===== src/common/scc_defines.vh =====
`ifndef SCC_DEFINES_VH
`define SCC_DEFINES_VH
// ----------------------------------------------------------------
// register offsets
// ----------------------------------------------------------------
`define SCC_REG_CTRL       4'h0
`define SCC_REG_LIVE_BUS   4'h1
`define SCC_REG_DEAD_BUS   4'h2
`define SCC_REG_LIVE_LINE  4'h3
`define SCC_REG_DEAD_LINE  4'h4
`define SCC_REG_MAX_VOLT   4'h5
`define SCC_REG_MAX_ANGLE  4'h6
`define SCC_REG_MAX_SLIP   4'h7
`define SCC_REG_MAKE_DELAY 4'h8
`define SCC_REG_STATUS     4'h9
// ----------------------------------------------------------------
// ctrl fields
// ----------------------------------------------------------------
`define SCC_CTRL_EN        0
`define SCC_CTRL_DS_LO     1
`define SCC_CTRL_DS_HI     3
`define SCC_CTRL_BYP_LO    4
`define SCC_CTRL_BYP_HI    10
// ----------------------------------------------------------------
// reset values (levels in 0.01 x VT, volts, degrees, 10 mHz, 10 ms)
// ----------------------------------------------------------------
`define SCC_RST_CTRL       16'h0000
`define SCC_RST_LIVE       16'h0032
`define SCC_RST_DEAD       16'h000a
`define SCC_RST_MAX_VOLT   16'h03e8
`define SCC_RST_MAX_ANGLE  16'h000a
`define SCC_RST_MAX_SLIP   16'h0005
`define SCC_RST_MAKE_DELAY 16'h000a
// ----------------------------------------------------------------
// slip bands in mHz and timing
// ----------------------------------------------------------------
`define SCC_SLIP_LOW_MHZ   16'h0014
`define SCC_SLIP_HIGH_MHZ  16'h001e
`define SCC_MHZ_PER_LSB    16'h000a
`define SCC_CLK_HZ         50000000
`define SCC_PASS_HZ        240
`define SCC_MS_PER_LSB     10
// ----------------------------------------------------------------
// dead-source choices
// ----------------------------------------------------------------
`define SCC_DS_NONE        3'h0
`define SCC_DS_BOTH_DEAD_PERMIT       3'h1
`define SCC_DS_LIVE_LINE_DEAD_BUS_PERMIT       3'h2
`define SCC_DS_DEAD_LINE_LIVE_BUS_PERMIT       3'h3
`define SCC_DS_ANY_LINE_DEAD_BUS_PERMIT       3'h4
`define SCC_DS_DEAD_LINE_ANY_BUS_PERMIT       3'h5
`define SCC_DS_ONE_SIDE_DEAD_PERMIT       3'h6
`define SCC_DS_NBL         3'h7
// ----------------------------------------------------------------
// bypass selector codes
// ----------------------------------------------------------------
`define SCC_BYP_OFF        7'h00
`define SCC_BYP_ON         7'h01
`define SCC_BYP_CI_BASE    7'h02
`define SCC_BYP_VI_BASE    7'h0c
`define SCC_BYP_RI_BASE    7'h2c
`define SCC_BYP_LE_BASE    7'h4c
`define SCC_BYP_LE_END     7'h5c
`endif


===== src/rtl/scc_close_permit.v =====
`include "scc_defines.vh"
module scc_close_permit #(
  parameter CLK_HZ   = `SCC_CLK_HZ,
  parameter PASS_DIV = `SCC_CLK_HZ / `SCC_PASS_HZ,
  parameter W        = 16
) (
  // clock and reset
  input  wire          ref_clk,
  input  wire          rst,
  // register port
  input  wire [3:0]    reg_addr,
  input  wire [15:0]   reg_wdata,
  input  wire          reg_wr,
  input  wire          reg_rd,
  output reg  [15:0]   reg_rdata,
  // measurements from front end, same clock
  input  wire [W-1:0]  line_side_voltage,
  input  wire [W-1:0]  bus_side_voltage,
  input  wire [W-1:0]  line_volts_abs,
  input  wire [W-1:0]  bus_volts_abs,
  input  wire [W-1:0]  angle_diff_deg,
  input  wire [W-1:0]  slip_mhz,
  input  wire          angle_closing,
  input  wire [W-1:0]  time_to_phase_ms,
  // operand sources, from pins
  input  wire [9:0]    contact_in,
  input  wire [31:0]   virtual_in,
  input  wire [31:0]   remote_in,
  input  wire [15:0]   logic_elem,
  input  wire          block_in,
  // close permission
  output reg           close_permit,
  output reg  [5:0]    output_relays
);

  function [0:0] at_or_above;
    input [W-1:0] v;
    input [15:0]  lvl;
    begin
      at_or_above = (v >= lvl);
    end
  endfunction

  function [0:0] at_or_below;
    input [W-1:0] v;
    input [15:0]  lvl;
    begin
      at_or_below = (v <= lvl);
    end
  endfunction

  // register index match, shared by every write strobe
  function [0:0] addr_hit;
    input [3:0] a;
    input [3:0] off;
    begin
      addr_hit = (a == off);
    end
  endfunction

  // ----------------------------------------------------------------
  // pin synchronisers
  // ----------------------------------------------------------------
  // pins are asynchronous; two flops bound metastability
  reg [90:0] sync1_q;
  reg [90:0] sync2_q;
  always @(posedge ref_clk) begin
    if (rst) begin
      sync1_q <= {91{1'b0}};
      sync2_q <= {91{1'b0}};
    end else begin
      sync1_q <= {block_in, logic_elem, remote_in, virtual_in, contact_in};
      sync2_q <= sync1_q;
    end
  end
  wire [89:0] operands = sync2_q[89:0];
  wire        block_s  = sync2_q[90];

  // ----------------------------------------------------------------
  // registers
  // ----------------------------------------------------------------
  reg [15:0] ctrl_q;
  reg [15:0] live_bus_q;
  reg [15:0] dead_bus_q;
  reg [15:0] live_line_q;
  reg [15:0] dead_line_q;
  reg [15:0] max_volt_q;
  reg [15:0] max_angle_q;
  reg [15:0] max_slip_limit_q;
  reg [15:0] breaker_make_delay_q;
  reg [15:0] status_q;

  // one strobe per register; unmapped and status writes hit none
  wire wr_ctrl       = reg_wr && addr_hit(reg_addr, `SCC_REG_CTRL);
  wire wr_live_bus   = reg_wr && addr_hit(reg_addr, `SCC_REG_LIVE_BUS);
  wire wr_dead_bus   = reg_wr && addr_hit(reg_addr, `SCC_REG_DEAD_BUS);
  wire wr_live_line  = reg_wr && addr_hit(reg_addr, `SCC_REG_LIVE_LINE);
  wire wr_dead_line  = reg_wr && addr_hit(reg_addr, `SCC_REG_DEAD_LINE);
  wire wr_max_volt   = reg_wr && addr_hit(reg_addr, `SCC_REG_MAX_VOLT);
  wire wr_max_angle  = reg_wr && addr_hit(reg_addr, `SCC_REG_MAX_ANGLE);
  wire wr_max_slip   = reg_wr && addr_hit(reg_addr, `SCC_REG_MAX_SLIP);
  wire wr_make_delay = reg_wr && addr_hit(reg_addr, `SCC_REG_MAKE_DELAY);

  always @(posedge ref_clk) begin
    if (rst)
      ctrl_q <= `SCC_RST_CTRL;
    else if (wr_ctrl)
      ctrl_q <= reg_wdata;
  end

  always @(posedge ref_clk) begin
    if (rst)
      live_bus_q <= `SCC_RST_LIVE;
    else if (wr_live_bus)
      live_bus_q <= reg_wdata;
  end

  always @(posedge ref_clk) begin
    if (rst)
      dead_bus_q <= `SCC_RST_DEAD;
    else if (wr_dead_bus)
      dead_bus_q <= reg_wdata;
  end

  always @(posedge ref_clk) begin
    if (rst)
      live_line_q <= `SCC_RST_LIVE;
    else if (wr_live_line)
      live_line_q <= reg_wdata;
  end

  always @(posedge ref_clk) begin
    if (rst)
      dead_line_q <= `SCC_RST_DEAD;
    else if (wr_dead_line)
      dead_line_q <= reg_wdata;
  end

  always @(posedge ref_clk) begin
    if (rst)
      max_volt_q <= `SCC_RST_MAX_VOLT;
    else if (wr_max_volt)
      max_volt_q <= reg_wdata;
  end

  always @(posedge ref_clk) begin
    if (rst)
      max_angle_q <= `SCC_RST_MAX_ANGLE;
    else if (wr_max_angle)
      max_angle_q <= reg_wdata;
  end

  always @(posedge ref_clk) begin
    if (rst)
      max_slip_limit_q <= `SCC_RST_MAX_SLIP;
    else if (wr_max_slip)
      max_slip_limit_q <= reg_wdata;
  end

  always @(posedge ref_clk) begin
    if (rst)
      breaker_make_delay_q <= `SCC_RST_MAKE_DELAY;
    else if (wr_make_delay)
      breaker_make_delay_q <= reg_wdata;
  end

  // read data is zero outside its answer cycle
  always @(posedge ref_clk) begin
    if (rst) begin
      reg_rdata <= 16'h0000;
    end else if (reg_rd) begin
      case (reg_addr)
        `SCC_REG_CTRL:       reg_rdata <= ctrl_q;
        `SCC_REG_LIVE_BUS:   reg_rdata <= live_bus_q;
        `SCC_REG_DEAD_BUS:   reg_rdata <= dead_bus_q;
        `SCC_REG_LIVE_LINE:  reg_rdata <= live_line_q;
        `SCC_REG_DEAD_LINE:  reg_rdata <= dead_line_q;
        `SCC_REG_MAX_VOLT:   reg_rdata <= max_volt_q;
        `SCC_REG_MAX_ANGLE:  reg_rdata <= max_angle_q;
        `SCC_REG_MAX_SLIP:   reg_rdata <= max_slip_limit_q;
        `SCC_REG_MAKE_DELAY: reg_rdata <= breaker_make_delay_q;
        `SCC_REG_STATUS:     reg_rdata <= status_q;
        default:             reg_rdata <= 16'h0000;
      endcase
    end else begin
      reg_rdata <= 16'h0000;
    end
  end

  wire       enable  = ctrl_q[`SCC_CTRL_EN];
  wire [2:0] dead_src = ctrl_q[`SCC_CTRL_DS_HI:`SCC_CTRL_DS_LO];
  wire [6:0] byp_sel  = ctrl_q[`SCC_CTRL_BYP_HI:`SCC_CTRL_BYP_LO];

  // ----------------------------------------------------------------
  // protection pass tick
  // ----------------------------------------------------------------
  // all decisions sample at one pass rate so settings act coherently
  reg [31:0] pass_cnt_q;
  wire       pass_tick = (pass_cnt_q == PASS_DIV - 1);
  always @(posedge ref_clk) begin
    if (rst || pass_tick)
      pass_cnt_q <= 32'h0;
    else
      pass_cnt_q <= pass_cnt_q + 32'h1;
  end

  // ----------------------------------------------------------------
  // classification
  // ----------------------------------------------------------------
  wire bus_live  = at_or_above(bus_side_voltage, live_bus_q);
  wire bus_dead  = at_or_below(bus_side_voltage, dead_bus_q);
  wire line_live = at_or_above(line_side_voltage, live_line_q);
  wire line_dead = at_or_below(line_side_voltage, dead_line_q);

  // ----------------------------------------------------------------
  // live line, live bus
  // ----------------------------------------------------------------
  wire [W-1:0] vdiff = (line_volts_abs > bus_volts_abs) ?
                       line_volts_abs - bus_volts_abs :
                       bus_volts_abs - line_volts_abs;
  wire volt_ok  = at_or_below(vdiff, max_volt_q);
  wire angle_ok = (angle_diff_deg < max_angle_q);
  wire [31:0] slip_lim_mhz = max_slip_limit_q * `SCC_MHZ_PER_LSB;
  wire slip_ok  = ({16'h0, slip_mhz} <= slip_lim_mhz);
  wire slow_slip = at_or_below(slip_mhz, `SCC_SLIP_LOW_MHZ);
  wire fast_slip = (slip_mhz > `SCC_SLIP_HIGH_MHZ);
  wire [31:0] make_ms = breaker_make_delay_q * `SCC_MS_PER_LSB;
  // limitation: time to coincidence comes ready-made from the front end
  // close order released once phase meets within breaker make time
  wire anticip_ok = angle_closing &&
                    ({16'h0, time_to_phase_ms} <= make_ms);
  // between 20 and 30 mHz keep the last band's method (hysteresis)
  reg  fast_mode_q;
  always @(posedge ref_clk) begin
    if (rst)
      fast_mode_q <= 1'b0;
    else if (pass_tick && fast_slip)
      fast_mode_q <= 1'b1;
    else if (pass_tick && slow_slip)
      fast_mode_q <= 1'b0;
  end
  wire phase_ok = fast_mode_q ? (anticip_ok && angle_ok)
                              : angle_ok;
  wire both_live = line_live && bus_live;
  wire sync_ok = both_live && volt_ok && slip_ok && phase_ok;

  // ----------------------------------------------------------------
  // dead source
  // ----------------------------------------------------------------
  reg dead_ok;
  always @* begin
    case (dead_src)
      `SCC_DS_BOTH_DEAD_PERMIT: dead_ok = line_dead && bus_dead;
      `SCC_DS_LIVE_LINE_DEAD_BUS_PERMIT: dead_ok = line_live && bus_dead;
      `SCC_DS_DEAD_LINE_LIVE_BUS_PERMIT: dead_ok = line_dead && bus_live;
      `SCC_DS_ANY_LINE_DEAD_BUS_PERMIT: dead_ok = bus_dead;
      `SCC_DS_DEAD_LINE_ANY_BUS_PERMIT: dead_ok = line_dead;
      `SCC_DS_ONE_SIDE_DEAD_PERMIT: dead_ok = line_live != bus_live;
      `SCC_DS_NBL:   dead_ok = !both_live;
      default:       dead_ok = 1'b0;
    endcase
  end

  // ----------------------------------------------------------------
  // bypass
  // ----------------------------------------------------------------
  reg bypass;
  always @* begin
    if (byp_sel == `SCC_BYP_ON)
      bypass = 1'b1;
    else if (byp_sel >= `SCC_BYP_CI_BASE && byp_sel < `SCC_BYP_LE_END)
      bypass = operands[byp_sel - `SCC_BYP_CI_BASE];
    else
      bypass = 1'b0;
  end

  // ----------------------------------------------------------------
  // pass evaluation
  // ----------------------------------------------------------------
  wire permit_d = enable &&
                  (bypass || (!block_s && (sync_ok || dead_ok)));

  // status taken at the same tick as the permit it explains
  wire [15:0] status_d = {7'h00,
                          fast_mode_q,
                          bypass,
                          dead_ok,
                          sync_ok,
                          permit_d,
                          bus_dead,
                          bus_live,
                          line_dead,
                          line_live};

  // ----------------------------------------------------------------
  // pass outputs
  // ----------------------------------------------------------------
  // permit holds between ticks so a close order never chatters
  always @(posedge ref_clk) begin
    if (rst)
      close_permit <= 1'b0;
    else if (pass_tick)
      close_permit <= permit_d;
  end

  // all six relays follow the permit in the same cycle
  always @(posedge ref_clk) begin
    if (rst)
      output_relays <= 6'h00;
    else if (pass_tick)
      output_relays <= {6{permit_d}};
  end

  always @(posedge ref_clk) begin
    if (rst)
      status_q <= 16'h0000;
    else if (pass_tick)
      status_q <= status_d;
  end

endmodule // scc_close_permit


===== config.mk =====
export PLATFORM = sky130hd
export DESIGN_NAME = scc_close_permit
export DESIGN_NICKNAME = d
export VERILOG_FILES = /design/src/rtl/scc_close_permit.v
export VERILOG_INCLUDE_DIRS = /design/src /design/src/common
export SDC_FILE = /design/constraint.sdc
export NUM_CORES = 1
export LEC_CHECK = 0
export BUFFER_PORTS_ARGS = -buffer_cell sky130_fd_sc_hd__buf_2
export CORE_ASPECT_RATIO = 1.4
export CORE_MARGIN = 4
export CORE_UTILIZATION = 50
export CTS_CLUSTER_SIZE = 16
export DETAILED_ROUTE_END_ITERATION = 8
export GPL_ROUTABILITY_DRIVEN = 0
export GPL_TIMING_DRIVEN = 0
export PLACE_DENSITY = 0.7
export SETUP_SLACK_MARGIN = 0.2
export SLEW_MARGIN = 15
export SYNTH_ARGS = -nofsm -noshare
export SYNTH_HDL_FRONTEND = slang
export SYNTH_SLANG_ARGS = --single-unit

===== constraint.sdc =====
create_clock -name ref_clk -period 5.45 [get_ports ref_clk]
set_clock_uncertainty 0.15 [all_clocks]
set_input_delay 0.545 -clock ref_clk [delete_from_list [all_inputs] [get_ports ref_clk]]
set_output_delay 0.545 -clock ref_clk [all_outputs]
set_load 0.05 [all_outputs]

==> flow_metrics.tcl, run 1 <==
set metrics [dict create \
    finalSetupTns_ns 0 \
    ant_nets 0 \
    drc 0 \
    cts_tree "built" \
    grt_pass1_vias 17265 \
    crit_fanout 4 \
    vias_per_cell 5.68 \
    grt_max_degree 16 \
    synth_edf_count 0 \
    grt_usage_pct 27.2 \
    placed_cells 3057 \
    worst-endpoint-arrival_ns 5.34 \
    yosysUniqueCellTypes 66 \
    fin_crit_ns 5.02 \
    synth.cell_area_sq_um 20000 \
    clockRootBuffer "clkbuf_16" \
    synth_top_area_cell "dfxtp_1" \
    rsz0062_at_grt "no" \
    antenna_found_initial 8 \
    end_kind "register" \
    hp-class "input pin to register" \
    cp_num_buf_inv 0 \
    synth-seq-cells 384 \
    critical_path.slowest_cell "or4b_1" \
    routed_wl_mm 60.9 \
    rows 86 \
    synth_common_cells "dfxtp_1 (384), nand2_1 (357), ha_1 (217), a21oi_1 (196), nor2b_1 (191)" \
    hold_path_end "sync1_q[45]" \
    r2r_cells 21 \
    peakVddDrop_v 0.000242 \
    cp_slowest_stage_delay_ns 0.53 \
    syn_avg_cell_area_sq_um 8.71 \
    final_cells 3126 \
    path_cells "ha_1, ha_1, fa_1, a21oi_2, o21ai_0, o21a_1, nor2_1, o21ai_1, a21o_1, a21oi_1, xor2_1, ha_1, a21oi_1, nand2_1, a221oi_1, o21ai_1, nand4b_1, nand4b_1, a311oi_2, or4b_1, a21oi_1" \
    ys_top_cells_by_area "dfxtp_1 (38%), ha_1 (14%), nand2_1 (6.7%)" \
    clockBufferDepth 3 \
    dp_hpwl_mm 47.6 \
    final_nets 3017 \
    start_util_pct 50.7 \
    yosysTopAreaCellShare_pct 38.4 \
    drive_above_1_share_pct 13.3 \
    routedWlPerCell_microns 19.5 \
    clock_latency_ns 0.54 \
    path_clk_slew_ns 0.06 \
    htreeDepth 2 \
    cts-buffers-inserted 37 \
    die_h_microns 245 \
    die_area_sq_um 43300 \
    vias 17741 \
    io-pin-count 251 \
    syn_nets 2748 \
    post_cts_buffers 0 \
    hold_start "remote_in[3]" \
    timing.fmax_mhz 199 \
    cts.sinks 384 \
    fp.coreArea_sq_um 39500 \
    syn-instance-count 2299 \
    finalHoldViolCount 0 \
    whs_path_depth 2 \
    yosys_warnings 0 \
    finalSetupViolCount 0 \
    die_w_microns 177 \
    placedInstanceArea_sq_um 21800 \
    drt_iter0_markers 1407 \
    slew_viol_final 0 \
    yosysMostFrequentCell "dfxtp_1" \
    synth_flop_cell "dfxtp_1" \
    rrSetupSlack_ns 0.43 \
    crit_type "register to register" \
    stdcell_area_sq_um 23100 \
    reg2reg_from "max_slip_limit_q[3]" \
    tightestPinTransition_ns 1.20 \
    cp-start-kind "register" \
    required_ns 5.76 \
    async_flop_share_pct 0 \
    first_pass_iters 7 \
    power-per-cell-area_nw_per_um2 276 \
    max_slew_margin_pct 19.3 \
    area_growth_pct 15.6 \
    layout.filler_cells 3533 \
    seq_area_frac_synth_pct 38.4 \
    io_buffers 230 \
    max-cap-violations 0 \
    cts_hold_buffers 0 \
    grt_first_pass_wirelength_mm 92.9 \
    period_share_pct 92.2 \
    power_leakage_uw 0.00977 \
    finalPower_uw 6390 \
    path_delay_family "compound AO/OA/AOI/OAI gates" \
    grt-ovfl-total 0 \
    status "completed" \
    r2r_end "status_q[5]" \
]
## cell usage in the layout, fill, tap and decap left out, types with 35 or more instances in the layout
master,count
a21o_1,38
a21oi_1,195
buf_2,235
clkbuf_1,113
clkbuf_16,37
dfxtp_1,382
ha_1,217
inv_1,155
nand2_1,357
nand3_1,42
nor2_1,85
nor2b_1,191
o21ai_0,55
xor2_1,35
## report_power, final
| part | switching (uW) | leakage (uW) | total (uW) | internal (uW) |
|---|---|---|---|---|
| combinational | 442 | 0.00602 | 766 | 323 |
| sequential | 38.9 | 0.00314 | 2930 | 2890 |
| clock | 1090 | 0.000620 | 2700 | 1610 |
## cell type report
class	instances	area (sq um)	share of cell area, %
Multi-Input combinational cell	1633	11200	48.6
Sequential cell	384	7690	33.2
Timing Repair Buffer	230	1150	4.97
Clock buffer	47	1010	4.38
Tap cell	528	661	2.86
Inverter	155	582	2.51
Buffer	127	529	2.29
Clock inverter	19	263	1.14
Antenna cell	3	7.51	0.0324
## flip-flops by register name (all words and copies together), names as in the netlist
name and count:
pass_cnt_q 32, live_bus_q 16, fast_mode_q 1, sync2_q 91, sync1_q 91, max_slip_limit_q 16
max_volt_q 16, dead_line_q 16, dead_bus_q 16, reg_rdata 16, status_q 9, max_angle_q 16
breaker_make_delay_q 16, ctrl_q 16, live_line_q 16
## what timing repair did
action	CTS	global route
hold endpoints to repair	0	0
setup endpoints to repair	0	2
resized for setup	0	7
## worst max-delay path by stage
stage / cells past startpoint / end / start / slack (ns)
after detailed placement: 21 / status_q[5] / line_volts_abs[13] / 0.03
after CTS: 21 / status_q[4] / max_slip_limit_q[3] / 0.25
after floorplan: 20 / status_q[5] / line_volts_abs[10] / 0.70
final: 21 / status_q[5] / max_slip_limit_q[3] / 0.43
after global placement: 21 / status_q[5] / line_volts_abs[13] / 0.11
after global routing: 21 / status_q[5] / max_slip_limit_q[3] / 0.24
## metal layers
metal  GRT usage [%]  wire [microns]  up-vias
li1                -               -     8484
met1            29.8           21500     8108
met2            46.7           28900      860
met3            5.99            5200      279
met4            18.5            5130       10
met5               0              81        -
## through the flow
stage                     util, %  worst slack [ns]  hold slack [ns]
final                        58.6             0.426           0.0772
after global routing         58.6             0.244           0.0783
after CTS                    58.5             0.248           0.0627
after detailed placement     55.3            0.0296            0.270
after global placement       55.3             0.112            0.264
after floorplan                 -             0.697            0.264
## kinds of logic after synthesis
kind of cell	share of synthesized area [%]
adders and majority gates	14.0
buffers and inverters	5.55
muxes	4.18
and+or+nand+nor	20.3
AOI/OAI and AO/OA	14.9
xor gates and xnor gates	2.71
DFF	38.4
(Power assumes the default switching activity.)
==> run 2, diff against run 1 <==
CELL_PAD_IN_SITES_DETAIL_PLACEMENT = 1   (was unset)
CELL_PAD_IN_SITES_GLOBAL_PLACEMENT = 1   (was unset)
CORE_UTILIZATION = 44   (was 50)
PLACE_DENSITY = unset   (was 0.7)
PLACE_DENSITY_LB_ADDON = 0.1   (was unset)
==> run 2 against run 1 <==
Power is 1.5% higher. Register-to-register slack lost 0.05 ns. Core utilization is 6.8 points lower. Sequential share of layout area fell by 0.26 points. Non-clock buffer count up 1. Critical endpoint unchanged. Sequential power is essentially flat. Routed wire length is 15% higher. Largest power group unchanged. Largest cell class unchanged. Via count grew 0.57%. Combinational power is 2.6% higher.
==> flow_metrics.tcl, run 2 (same netlist as run 1, synthesis figures left out) <==
set metrics [dict create \
    antenna_found_initial 7 \
    drc 0 \
    die_h_microns 260 \
    cts_tree "built" \
    cp-start-kind "register" \
    die_w_microns 188 \
    ant_nets 0 \
    final_nets 3019 \
    reg2reg_from "breaker_make_delay_q[3]" \
    htreeDepth 2 \
    largestRegisters "sync1_q: 91 flops, sync2_q: 91 flops, pass_cnt_q: 32 flops" \
    utilization_pct 51.8 \
    max-cap-violations 0 \
    drt_iter0_markers 1066 \
    clockRootBuffer "clkbuf_16" \
    fin_crit_ns 5.07 \
    hp-class "input pin to register" \
    stdcell_area_sq_um 23300 \
    hold_ws_ns 0.0339 \
    rows 92 \
    hold_start "logic_elem[15]" \
    grt_usage_pct 27.5 \
    timing.fmax_mhz 197 \
    tightestPinTransition_ns 1.35 \
    worst-endpoint-arrival_ns 5.35 \
    io_buffers 230 \
    clock_latency_ns 0.58 \
    power-per-cell-area_nw_per_um2 278 \
    grt_max_degree 16 \
    wl_met1_mm 25.7 \
    drive_above_1_share_pct 13.2 \
    highest_layer "met5" \
    first_pass_iters 6 \
    rsz0062_at_grt "yes" \
    clockBufferDepth 3 \
    required_ns 5.72 \
    critPathLaunch "breaker_make_delay_q[3]" \
    fp.coreArea_sq_um 45000 \
    grt_pass1_vias 18875 \
    grt-ovfl-total 0 \
    dp_hpwl_mm 55.8 \
    vias 17843 \
    grt_first_pass_wirelength_mm 106 \
    cts.sinks 384 \
    crit_type "register to register" \
    period_share_pct 93.1 \
    power_leakage_uw 0.00980 \
    finalSetupViolCount 0 \
    die_area_sq_um 49000 \
    status "completed" \
    path_clk_slew_ns 0.08 \
    end_kind "register" \
    routedWlPerCell_microns 21.7 \
    slew_viol_final 0 \
    vias_per_cell 5.55 \
    finalHoldViolCount 0 \
    crit_fanout 4 \
    cts-buffers-inserted 38 \
    placedInstanceArea_sq_um 22000 \
    routed_wl_mm 69.8 \
    io-pin-count 251 \
    area_growth_pct 16.5 \
    start_util_pct 44.5 \
    final_cell_mix "dfxtp_1 (382), nand2_1 (357), buf_2 (235)" \
    max_slew_margin_pct 9.45 \
    final_common_cell "dfxtp_1" \
    met3_wirelength_mm 3.72 \
    wl_met2_mm 35.9 \
    peakVddDrop_v 0.000246 \
]
-- run 2: cell count changes in the layout (fill, tap and decap cells not counted), sizes merged --
cell	before	now
clkbuf	156	164
clkinvlp	4	1
bufinv	6	4
diode	3	5
buf	248	249
inv	157	156
-- run 2: where the power goes --
group / internal, uW / leakage (uW) / switching, uW
combinational: 326 / 0.00602 / 460
clock: 1590 / 0.000636 / 1190
sequential: 2890 / 0.00314 / 41.2
-- run 2: worst paths after layout --
check | end | slack, ns | depth (start not counted)
worst max register to register | status_q[5] | 0.38 | 15
worst max-delay path | status_q[5] | 0.38 | 15
worst min-delay path | sync1_q[89] | 0.03 | 2
worst min register to register | sync2_q[73] | 0.29 | 1
-- run 2: worst max-delay path: stages, from the launching register on --
cell      delay, ns
dfxtp_1        0.51
ha_1           0.30
ha_1           0.23
fa_1           0.44
a211oi_1       0.29
o21ai_1        0.13
a31oi_1        0.23
o21ai_1        0.17
xnor2_1        0.16
ha_1           0.30
nand4_1        0.16
nor3_1         0.27
o31ai_1        0.12
nor4_1         1.11
or4b_1         0.29
a21oi_1        0.07
-- run 2: through the flow --
step	worst slack, ns	total power (uW)	TNS, ns	std cells
after floorplan	0.697	3460	0	2299
after global placement	0.0197	3730	0	3140
after detailed placement	-0.00307	3770	-0.00307	3141
after CTS	0.209	6520	0	3209
after global routing	0.169	6740	0	3210
final	0.378	6490	0	3214
-- run 2: what timing repair did --
action	in CTS	in global routing
endpoints found under the setup margin	0	2
resized for setup	0	5
setup buffers	0	0
hold buffers	0	0
-- run 2: layer usage --
layer	global-route usage [%]	vias up
met1	29.5	8607
met5	0	-
li1	-	8476
met4	15.3	4
met3	4.48	193
met2	51.3	563
-- run 2: area by class of cell --
cell class	instances	area [sq um]
Antenna cell	5	12.5
Sequential cell	384	7690
Clock buffer	55	1070
Fill cell	5398	21700
Tap cell	611	764
Buffer	127	529
Multi-Input combinational cell	1633	11300
Inverter	155	582
Timing Repair Buffer	231	1160
Clock inverter	13	246
